`src/rtl/msd_pkg.sv`:
```
// How it works
// - three modes: current monitor, contact-assisted monitor, contactor control
// - current monitor: average current at start threshold enters starting
// - contact mode: contact closing or current at threshold enters starting
// - timer detection: run on timer expiry or current overshoot then drop
// - current detection: run timer ignored, current alone decides running
// - current monitor: current below off threshold declares off
// - contact mode: off needs contact open and current below off threshold
// - control stop: de-energise contactor, trip if contact stays closed 1 s
// - protection trip while starting or running enters trip state
// - trip entry lights panel indication and stores cause in snapshot
// - trip state held until explicit trip reset
// - monitor modes may keep watching breaker while tripped
package msd_pkg;
   localparam logic [1:0] MODE_CURRENT = 2'h0;
   localparam logic [1:0] MODE_CONTACT = 2'h1;
   localparam logic [1:0] MODE_CONTROL = 2'h2;
   // register byte offsets
   localparam logic [5:0] OFS_CTRL = 6'h00;
   localparam logic [5:0] OFS_START_TH = 6'h04;
   localparam logic [5:0] OFS_RUN_TH = 6'h08;
   localparam logic [5:0] OFS_OFF_TH = 6'h0C;
   localparam logic [5:0] OFS_RUN_TIME = 6'h10;
   localparam logic [5:0] OFS_STATUS = 6'h14;
   localparam logic [5:0] OFS_IRQ_STAT = 6'h18;
   localparam logic [5:0] OFS_IRQ_EN = 6'h1C;
   localparam logic [5:0] OFS_IRQ_CLR = 6'h20;
   localparam logic [5:0] OFS_CMD = 6'h24;
   // control register fields
   localparam int CTRL_MODE_LSB = 0;
   localparam int CTRL_RUNDET_BIT = 2;
   localparam int CTRL_VERIFY_BIT = 3;
   // command register bits (write 1 to act)
   localparam int CMD_START_BIT = 0;
   localparam int CMD_STOP_BIT = 1;
   localparam int CMD_TRIP_RST_BIT = 2;
   // reset values
   localparam logic [3:0] CTRL_RST = 4'h0;
   localparam logic [15:0] START_TH_RST = 16'h0100;
   localparam logic [15:0] RUN_TH_RST = 16'h0080;
   localparam logic [15:0] OFF_TH_RST = 16'h0010;
   localparam logic [15:0] RUN_TIME_RST = 16'h000A;
   // run overshoot margin: 10 percent, as numerator over 10
   localparam logic [3:0] RUN_MARGIN_NUM = 4'hB;
   // timing: 1 ms tick at 200 MHz, stuck timeout 1 s
   localparam int CLK_MHZ = 200;
   localparam int TICK_US = 1000;
   localparam int TICK_CYC = CLK_MHZ * TICK_US;
   localparam int STUCK_MS = 1000;
   localparam int IRQ_N = 4;
   localparam int IRQ_START = 0;
   localparam int IRQ_RUN = 1;
   localparam int IRQ_OFF = 2;
   localparam int IRQ_TRIP = 3;
   typedef enum logic [4:0] {
      ST_OFF = 5'h01,
      ST_SPINUP = 5'h02,
      ST_RUN = 5'h04,
      ST_STOPPING = 5'h08,
      ST_TRIP = 5'h10
   } msd_state_t;
   // trip causes in the snapshot
   localparam logic [1:0] CAUSE_NONE = 2'h0;
   localparam logic [1:0] CAUSE_PROT = 2'h1;
   localparam logic [1:0] CAUSE_STUCK = 2'h2;
endpackage

```
`src/rtl/msd_tick.sv`:
```
`timescale 1ns/10ps
// one-cycle millisecond enable pulse
module msd_tick
   import msd_pkg::*;
   #(parameter int DIV = TICK_CYC) (
   input wire logic clk_sys, // system clock
   input wire logic rst_n, // synchronised reset
   output logic tick // 1 ms enable pulse
);
   logic [17:0] cnt_r;
   wire wrap = (cnt_r == 18'(DIV - 1));
   always_ff @(posedge clk_sys or negedge rst_n) begin
      if (!rst_n) begin
         cnt_r <= 18'h00000;
         tick <= 1'b0;
      end else begin
         cnt_r <= wrap ? 18'h00000 : cnt_r + 18'h00001;
         tick <= wrap;
      end
   end
endmodule

```
`src/rtl/msd_top.sv`:
```
// The AXI4-Lite interface to the registers and the placing of the registers are this design's own decisions.
`timescale 1ns/10ps
module msd_top
   import msd_pkg::*;
   #(parameter int TICK_DIV = TICK_CYC) (
   input wire logic clk_sys, // 200 MHz clock
   input wire logic resetn, // async reset, low active
   input wire logic [31:0] s_axi_awaddr, // write address
   input wire logic s_axi_awvalid, // write address valid
   output logic s_axi_awready, // write address ready
   input wire logic [31:0] s_axi_wdata, // write data
   input wire logic [3:0] s_axi_wstrb, // write strobes
   input wire logic s_axi_wvalid, // write data valid
   output logic s_axi_wready, // write data ready
   output logic [1:0] s_axi_bresp, // write response
   output logic s_axi_bvalid, // response valid
   input wire logic s_axi_bready, // response ready
   input wire logic [31:0] s_axi_araddr, // read address
   input wire logic s_axi_arvalid, // read address valid
   output logic s_axi_arready, // read address ready
   output logic [31:0] s_axi_rdata, // read data
   output logic [1:0] s_axi_rresp, // read response
   output logic s_axi_rvalid, // read valid
   input wire logic s_axi_rready, // read ready
   input wire logic [15:0] avg_current, // averaged current, same clock
   input wire logic prot_trip, // protection trip request, same clock
   input wire logic breaker_aux_contact, // aux contact pin, high closed
   output logic contactor_out, // contactor drive, high energised
   output logic trip_led, // front panel trip indication
   output logic irq // level interrupt
);
   ////////////////////////////////////////////////////////////////
   // reset release and pin synchroniser
   logic rst_s1_r, rst_n_r, aux_s1_r, aux_r;
   always_ff @(posedge clk_sys or negedge resetn) begin
      if (!resetn) begin
         rst_s1_r <= 1'b0;
         rst_n_r <= 1'b0;
      end else begin
         rst_s1_r <= 1'b1;
         rst_n_r <= rst_s1_r;
      end
   end
   always_ff @(posedge clk_sys or negedge rst_n_r) begin
      if (!rst_n_r) begin
         aux_s1_r <= 1'b0;
         aux_r <= 1'b0;
      end else begin
         aux_s1_r <= breaker_aux_contact;
         aux_r <= aux_s1_r;
      end
   end
   logic tick;
   msd_tick #(.DIV(TICK_DIV)) u_tick (
      .clk_sys(clk_sys),
      .rst_n(rst_n_r),
      .tick(tick)
   );
   ////////////////////////////////////////////////////////////////
   // axi4-lite slave: address and data taken in either order
   logic aw_hold_r, w_hold_r;
   logic [5:0] aw_addr_r;
   logic [31:0] w_data_r;
   logic [3:0] ctrl_r;
   logic [15:0] start_th_r, run_th_r, off_th_r, run_time_r;
   logic [IRQ_N-1:0] irq_stat_r, irq_en_r, irq_ev;
   logic [1:0] cause_r;
   msd_state_t st_r, st_nxt;
   wire do_wr = aw_hold_r && w_hold_r && !s_axi_bvalid;
   wire aw_ok = aw_addr_r[5:2] <= OFS_CMD[5:2];
   wire wr_ctrl = do_wr && aw_addr_r == OFS_CTRL;
   wire wr_irq_en = do_wr && aw_addr_r == OFS_IRQ_EN;
   wire wr_irq_clr = do_wr && aw_addr_r == OFS_IRQ_CLR;
   wire wr_cmd = do_wr && aw_addr_r == OFS_CMD;
   wire cmd_start = wr_cmd && w_data_r[CMD_START_BIT];
   wire cmd_stop = wr_cmd && w_data_r[CMD_STOP_BIT];
   wire cmd_trip_rst = wr_cmd && w_data_r[CMD_TRIP_RST_BIT];
   always_ff @(posedge clk_sys or negedge rst_n_r) begin
      if (!rst_n_r) begin
         aw_hold_r <= 1'b0;
         w_hold_r <= 1'b0;
         aw_addr_r <= 6'h00;
         w_data_r <= 32'h00000000;
         s_axi_bvalid <= 1'b0;
         s_axi_bresp <= 2'h0;
      end else begin
         if (s_axi_awvalid && s_axi_awready) begin
            aw_hold_r <= 1'b1;
            aw_addr_r <= s_axi_awaddr[5:0];
         end
         if (s_axi_wvalid && s_axi_wready) begin
            w_hold_r <= 1'b1;
            w_data_r <= s_axi_wdata;
         end
         if (do_wr) begin
            aw_hold_r <= 1'b0;
            w_hold_r <= 1'b0;
            s_axi_bvalid <= 1'b1;
            s_axi_bresp <= aw_ok && aw_addr_r[1:0] == 2'h0 ? 2'h0 : 2'h2;
         end else if (s_axi_bready) begin
            s_axi_bvalid <= 1'b0;
         end
      end
   end
   assign s_axi_awready = !aw_hold_r && !s_axi_bvalid;
   assign s_axi_wready = !w_hold_r && !s_axi_bvalid;
   // writable registers; bytes 0-1 only carry data
   always_ff @(posedge clk_sys or negedge rst_n_r) begin
      if (!rst_n_r) begin
         ctrl_r <= CTRL_RST;
         start_th_r <= START_TH_RST;
         run_th_r <= RUN_TH_RST;
         off_th_r <= OFF_TH_RST;
         run_time_r <= RUN_TIME_RST;
         irq_en_r <= '0;
      end else if (do_wr) begin
         if (wr_ctrl) ctrl_r <= w_data_r[3:0];
         if (aw_addr_r == OFS_START_TH) start_th_r <= w_data_r[15:0];
         if (aw_addr_r == OFS_RUN_TH) run_th_r <= w_data_r[15:0];
         if (aw_addr_r == OFS_OFF_TH) off_th_r <= w_data_r[15:0];
         if (aw_addr_r == OFS_RUN_TIME) run_time_r <= w_data_r[15:0];
         if (wr_irq_en) irq_en_r <= w_data_r[IRQ_N-1:0];
      end
   end
   // read mux
   wire [5:0] ra = s_axi_araddr[5:0];
   wire [31:0] rd_mux =
      ra == OFS_CTRL ? {28'h0000000, ctrl_r} :
      ra == OFS_START_TH ? {16'h0000, start_th_r} :
      ra == OFS_RUN_TH ? {16'h0000, run_th_r} :
      ra == OFS_OFF_TH ? {16'h0000, off_th_r} :
      ra == OFS_RUN_TIME ? {16'h0000, run_time_r} :
      ra == OFS_STATUS ? {23'h000000, aux_r, contactor_out, cause_r,
                          st_r} :
      ra == OFS_IRQ_STAT ? {28'h0000000, irq_stat_r} :
      ra == OFS_IRQ_EN ? {28'h0000000, irq_en_r} : 32'h00000000;
   wire rd_ok = ra[5:2] <= OFS_CMD[5:2] && ra[1:0] == 2'h0;
   always_ff @(posedge clk_sys or negedge rst_n_r) begin
      if (!rst_n_r) begin
         s_axi_rvalid <= 1'b0;
         s_axi_rdata <= 32'h00000000;
         s_axi_rresp <= 2'h0;
      end else if (s_axi_arvalid && s_axi_arready) begin
         s_axi_rvalid <= 1'b1;
         s_axi_rdata <= rd_mux;
         s_axi_rresp <= rd_ok ? 2'h0 : 2'h2;
      end else if (s_axi_rready) begin
         s_axi_rvalid <= 1'b0;
      end
   end
   assign s_axi_arready = !s_axi_rvalid;
   ////////////////////////////////////////////////////////////////
   // motor state detection
   wire [1:0] mode = ctrl_r[CTRL_MODE_LSB +: 2];
   wire run_by_current = ctrl_r[CTRL_RUNDET_BIT];
   wire verify = ctrl_r[CTRL_VERIFY_BIT];
   wire is_ctl = mode == MODE_CONTROL;
   wire [19:0] margin = 20'(run_th_r) * 20'(RUN_MARGIN_NUM);
   wire [19:0] cur10 = 20'(avg_current) * 20'd10;
   wire over_margin = cur10 > margin;
   wire cur_start = avg_current >= start_th_r;
   wire cur_off = avg_current < off_th_r;
   wire cur_below_run = avg_current < run_th_r;
   logic over_seen_r, aux_was_r;
   logic [15:0] ms_cnt_r;
   // start condition per mode
   wire start_cond =
      is_ctl ? cmd_start :
      mode == MODE_CONTACT ? (aux_r && !aux_was_r) || cur_start :
      cur_start;
   // run condition: timer or overshoot-then-drop
   wire run_drop = over_seen_r && cur_below_run;
   wire run_cond = run_by_current ? run_drop :
      run_drop || (tick && ms_cnt_r >= run_time_r);
   // off condition in the monitor modes
   wire off_cond = mode == MODE_CONTACT ? !aux_r && cur_off : cur_off;
   wire stuck = st_r == ST_STOPPING && tick && aux_r &&
      ms_cnt_r >= 16'(STUCK_MS - 1);
   wire in_motion = st_r == ST_SPINUP || st_r == ST_RUN;
   always_comb begin
      st_nxt = st_r;
      case (st_r)
         ST_OFF: if (start_cond) st_nxt = ST_SPINUP;
         ST_SPINUP: begin
            if (prot_trip) st_nxt = ST_TRIP;
            else if (is_ctl && cmd_stop) st_nxt = ST_STOPPING;
            else if (!is_ctl && off_cond) st_nxt = ST_OFF;
            else if (run_cond) st_nxt = ST_RUN;
         end
         ST_RUN: begin
            if (prot_trip) st_nxt = ST_TRIP;
            else if (is_ctl && cmd_stop) st_nxt = ST_STOPPING;
            else if (!is_ctl && off_cond) st_nxt = ST_OFF;
         end
         ST_STOPPING: begin
            if (stuck) st_nxt = ST_TRIP;
            else if (!aux_r) st_nxt = ST_OFF;
         end
         ST_TRIP: if (cmd_trip_rst) st_nxt = ST_OFF;
         default: st_nxt = ST_OFF;
      endcase
   end
   // state, timers, contactor and snapshot
   always_ff @(posedge clk_sys or negedge rst_n_r) begin
      if (!rst_n_r) begin
         st_r <= ST_OFF;
         contactor_out <= 1'b0;
         trip_led <= 1'b0;
         cause_r <= CAUSE_NONE;
         over_seen_r <= 1'b0;
         aux_was_r <= 1'b0;
         ms_cnt_r <= 16'h0000;
      end else begin
         st_r <= st_nxt;
         aux_was_r <= aux_r;
         if (st_nxt != st_r) ms_cnt_r <= 16'h0000;
         else if (tick && ms_cnt_r != 16'hFFFF) ms_cnt_r <= ms_cnt_r + 16'h0001;
         if (st_r != ST_SPINUP) over_seen_r <= 1'b0;
         else if (over_margin) over_seen_r <= 1'b1;
         // contactor only driven in control mode; trip drops it
         contactor_out <= is_ctl && (st_nxt == ST_SPINUP || st_nxt == ST_RUN);
         trip_led <= st_nxt == ST_TRIP;
         if (st_r != ST_TRIP && st_nxt == ST_TRIP)
            cause_r <= stuck ? CAUSE_STUCK : CAUSE_PROT;
         else if (st_r == ST_TRIP && st_nxt == ST_OFF)
            cause_r <= CAUSE_NONE;
      end
   end
   // breaker mismatch while tripped: closed contact or current still
   // flowing is flagged but never leaves trip on its own
   wire trip_watch = st_r == ST_TRIP && !is_ctl && verify &&
      (aux_r || !cur_off);
   ////////////////////////////////////////////////////////////////
   // interrupts: set beats clear
   assign irq_ev[IRQ_START] = st_r != ST_SPINUP && st_nxt == ST_SPINUP;
   assign irq_ev[IRQ_RUN] = st_r != ST_RUN && st_nxt == ST_RUN;
   assign irq_ev[IRQ_OFF] = st_r != ST_OFF && st_nxt == ST_OFF;
   assign irq_ev[IRQ_TRIP] = (st_r != ST_TRIP && st_nxt == ST_TRIP) ||
      trip_watch;
   wire [IRQ_N-1:0] clr = wr_irq_clr ? w_data_r[IRQ_N-1:0] : '0;
   always_ff @(posedge clk_sys or negedge rst_n_r) begin
      if (!rst_n_r) begin
         irq_stat_r <= '0;
         irq <= 1'b0;
      end else begin
         irq_stat_r <= (irq_stat_r & ~clr) | irq_ev;
         irq <= |(((irq_stat_r & ~clr) | irq_ev) & irq_en_r);
      end
   end
   ////////////////////////////////////////////////////////////////
   // checks
   a_trip_entry: assert property (@(posedge clk_sys) disable iff (!rst_n_r)
      in_motion && prot_trip |=> st_r == ST_TRIP ##0 trip_led)
      else $error("protection trip not taken");
   a_trip_hold: assert property (@(posedge clk_sys) disable iff (!rst_n_r)
      st_r == ST_TRIP && !cmd_trip_rst |=> st_r == ST_TRIP)
      else $error("trip left without reset");
   a_ctl_start: assert property (@(posedge clk_sys) disable iff (!rst_n_r)
      st_r == ST_OFF && is_ctl && cmd_start |=>
      st_r == ST_SPINUP && contactor_out)
      else $error("start command ignored");
   a_stop_deenergise: assert property (@(posedge clk_sys)
      disable iff (!rst_n_r)
      st_r == ST_STOPPING |-> !contactor_out)
      else $error("contactor on while stopping");
   a_cause_stored: assert property (@(posedge clk_sys)
      disable iff (!rst_n_r)
      $rose(st_r == ST_TRIP) |-> cause_r != CAUSE_NONE)
      else $error("trip cause missing");
   a_cur_start: assert property (@(posedge clk_sys) disable iff (!rst_n_r)
      st_r == ST_OFF && mode == MODE_CURRENT && cur_start |=>
      st_r == ST_SPINUP)
      else $error("current start missed");
   a_contact_off: assert property (@(posedge clk_sys)
      disable iff (!rst_n_r)
      st_r == ST_RUN && mode == MODE_CONTACT && aux_r && !prot_trip |=>
      st_r == ST_RUN)
      else $error("off with contact closed");
   a_cur_off: assert property (@(posedge clk_sys) disable iff (!rst_n_r)
      st_r == ST_RUN && mode == MODE_CURRENT && cur_off && !prot_trip |=>
      st_r == ST_OFF)
      else $error("current off missed");
   c_run: cover property (@(posedge clk_sys) st_r == ST_RUN);
   c_stuck: cover property (@(posedge clk_sys) stuck);
   c_trip_rst: cover property (@(posedge clk_sys)
      st_r == ST_TRIP && cmd_trip_rst);
endmodule

```
`config.mk`:
```
export PLATFORM = sky130hd
export DESIGN_NAME = msd_top
export DESIGN_NICKNAME = d
export VERILOG_FILES = /design/src/rtl/msd_pkg.sv /design/src/rtl/msd_tick.sv /design/src/rtl/msd_top.sv
export SDC_FILE = /design/constraint.sdc
export NUM_CORES = 1
export LEC_CHECK = 0
export BUFFER_PORTS_ARGS = -buffer_cell sky130_fd_sc_hd__buf_2
export CAP_MARGIN = 10
export CORE_UTILIZATION = 55
export CTS_CLUSTER_DIAMETER = 120
export DETAILED_ROUTE_END_ITERATION = 16
export GPL_ROUTABILITY_DRIVEN = 0
export GPL_TIMING_DRIVEN = 0
export PLACE_DENSITY_LB_ADDON = 0.3
export SETUP_SLACK_MARGIN = 0.3
export SYNTH_ARGS = -nofsm -noshare
export SYNTH_HDL_FRONTEND = slang
export SYNTH_SLANG_ARGS = --single-unit
```
`constraint.sdc`:
```
create_clock -name clk_sys -period 6.81 [get_ports clk_sys]
set_clock_uncertainty 0.05 [all_clocks]
set_input_delay 2.043 -clock clk_sys [delete_from_list [all_inputs] [get_ports clk_sys]]
set_output_delay 2.043 -clock clk_sys [all_outputs]
set_load 0.02 [all_outputs]
```
==> metrics.yaml <==
yosys:
  synthArstFlopShare: 1.00
  yosysTopAreaCell: "dfrtp_1"
  synth_edf_count: 0
  synth_top_area_share: 0.351
  seq_area_frac_synth: 0.364
  synth_seq_cells: 171
  syn_area_sq_um: 11800
  synth_ff_type: "dfrtp_1"
  yosys_warnings: 0
  synth_cells: 1261
  synth_area_leaders: "dfrtp_1 35%, ha_1 16%, o21ai_0 4.9%, inv_1 4.3%, nand2_1 4.0%"
  ys_top_cells_by_count: "165 x dfrtp_1, 146 x ha_1, 136 x inv_1, 125 x nand2_1, 114 x o21ai_0"
  synthMostInstantiatedCell: "dfrtp_1"
  synth_area_per_cell_sq_um: 9.33
  yosysUniqueCellTypes: 82
power:
  peakVddDrop_mv: 0.648
  combPwrFrac: 0.653
  powerDensity_nw_per_um2: 567
  clkPwrFrac: 0.127
  p_leak_nw: 6.46
  netSwitchingPower_mw: 3.44
  p_seq_frac: 0.220
  switching_share: 0.460
  internal-power_mw: 4.04
routing:
  drt_iter0_markers: 817
  viasPerCell: 5.75
  vias: 9580
  drtAntennaViolNets: 0
  first_pass_iters: 6
  drc: 0
  wl_um: 28400
  post_drt_wl_per_cell_um: 17.0
floorplan:
  initial_utilization: 0.559
  num_io_pins: 169
  die_w_um: 148
  die_y_um: 148
  row_count: 53
  design.die.area_sq_um: 22000
  core-area_sq_um: 21000
clocking:
  clk_latency_ps: 440
  cts_resized: 0
  clkTransAtPathRegs_ps: 70
  numCtsBuffers: 17
  cts_root_buf: "clkbuf_16"
  hold_buffers: 0
  cts_tree: "done"
  post_cts_buffers: 0
  cts_max_path_buffers: 2
  numClockSinks: 171
  h-tree-depth: 4
final_layout:
  drive_gt1_frac: 0.155
  syn2layout_area_growth_pct: 12.2
  fin_util: 0.628
  final_area_sq_um: 13200
  nets: 1662
grt:
  grt_pass1_wl_um: 46900
  grt.overflow.total: 0
  grt_pass1_vias: 9315
  grt.total_usage: 0.275
  grt_max_degree: 61
  antenna_found_initial: 1
status:
  status: "finished clean"
critical_path:
  crit_arrival_ps: 6250
  crit_required_ps: 7060
  r2r_end: "over_seen_r"
  crit_type: "input port to flop"
  startpoint_type: "input port"
  end_kind: "flop"
  critPathLaunch: "avg_current[2]"
  worstPathMaxFanout: 5
  reg2regPathDepth: 20
  r2r_start: "run_th_r[1]"
  rrSetupSlack_ps: 1440
  worstSetupEndpoint: "over_seen_r"
placed_design:
  place_hpwl_um: 22400
  portBuffers: 77
  dpl_cell_area_sq_um: 12600
sta:
  worst_pin_slew_ps: 837
  min_period_over_period: 0.881
  fin_crit_ps: 6000
  drv_slew: 0
  finalHoldViolCount: 0
  rsz0062_at_grt: "no"
  setup_viol: 0
  timing.slew.headroom: 0.439
  max_freq_mhz: 167
hold_path:
  worstHoldPathType: "flop to asynchronous set/reset pin"
flow_run:
  maxCapViolations: 0
-- metal layers --
| layer | routed length [um] | GRT usage | part of all wire | up-vias |
|---|---|---|---|---|
| met4 | 789 | 0.105 | 0.028 | 0 |
| met5 | 0 | 0.00682 | 0 | - |
| li1 | - | - | - | 4604 |
| met1 | 12500 | 0.370 | 0.44 | 4561 |
| met2 | 13100 | 0.433 | 0.46 | 350 |
| met3 | 2010 | 0.0607 | 0.071 | 65 |
-- critical path: stages --
cell and delay [ps]:
buf_2 140, ha_1 310, ha_1 290, a21o_1 180, nand2_1 80, a21boi_1 100
or4_1 460, a31oi_1 250, a211oi_1 160, a21o_1 220, a21oi_1 180, xnor2_1 150
ha_1 270, a21o_1 180, a21o_1 170, a211oi_1 530, o2111ai_1 240, a31oi_1 200
a211oi_1 80
-- cell usage in the layout (no fill, tap or decap), types with 6 or more instances in the layout --
cell,instances
mux2_2,36
nor3_1,21
xor2_1,27
o21ai_0,114
a21oi_1,73
xnor2_1,32
conb_1,19
nand4_1,19
nand2b_1,6
a221oi_1,7
o21a_1,8
buf_4,19
a31oi_1,11
clkbuf_1,29
a22oi_1,9
nor2b_1,11
o22ai_1,7
or3_1,7
inv_1,136
a211oi_1,9
dfstp_2,6
inv_6,6
and3_1,9
fa_1,14
nor2_2,10
clkbuf_16,17
nor2_1,64
nand3b_1,8
nand2_1,125
dfrtp_1,164
a21o_1,19
a22o_1,6
ha_1,146
buf_2,77
nand3_1,25
-- registers in the layout, indices dropped and copies added, names as in the netlist, 2 cells and up --
signal,count
w_data_r,16
s_axi_rdata,16
run_time_r,16
ctrl_r,4
start_th_r,16
irq_en_r,4
aw_addr_r,6
irq_stat_r,4
run_th_r,16
u_tick.cnt_r,18
ms_cnt_r,16
cause_r,2
st_r,5
off_th_r,16
-- through the flow --
step / power, mW / TNS (ps) / hold slack [ps] / cells / setup slack, ps
after global placement: 6.32 / -34290 / 285 / 1630 / -223
after detailed placement: 6.46 / 0 / 263 / 1633 / 374
after floorplan: 5.39 / 0 / 281 / 1278 / 1330
after CTS: 7.47 / 0 / 269 / 1665 / 816
after global routing: 8.28 / 0 / 295 / 1666 / 553
final: 7.48 / 0 / 241 / 1666 / 809
-- worst min path at each step --
stage / cells after the start / to / slack, ps
final: 0 / aw_addr_r[3] / 240
after CTS: 0 / aw_addr_r[3] / 270
after detailed placement: 0 / aw_addr_r[3] / 260
after global placement: 0 / rst_n_r / 290
after floorplan: 0 / aux_r / 280
after global routing: 0 / aw_addr_r[3] / 300
-- logic make-up after synthesis --
group	Yosys count	share of synthesized area
AO/OA/AOI/OAI	302	0.159
XOR/XNOR	59	0.0439
adder cells (fa/ha/maj)	160	0.179
buffers and inverters	189	0.0686
flip-flops	171	0.364
multiplexers	42	0.0428
other	2	0.000639
AND/OR/NAND/NOR	336	0.141
-- area by class of cell --
class / instances / area (sq um)
diodes: 1 / 2.50
plain buffers: 52 / 293
clock buffers: 18 / 439
clock inverters: 14 / 131
fillers: 1764 / 7820
inverters: 137 / 514
multi-input cells: 918 / 6730
flip-flops and latches: 171 / 4290
well taps: 275 / 344
repair buffers: 80 / 453
-- power by group through the flow --
stage / clock network, mW / logic [mW] / registers [mW]
6_report: 0.953 / 4.89 / 1.64
5_1_grt: 1.01 / 5.60 / 1.68
3_5_place_dp: 0 / 4.80 / 1.65
4_1_cts: 0.962 / 4.87 / 1.64
2_1_floorplan: 0 / 3.84 / 1.55
3_3_place_gp: 0 / 4.66 / 1.66
Note: power is estimated with default switching activity, not from simulation.
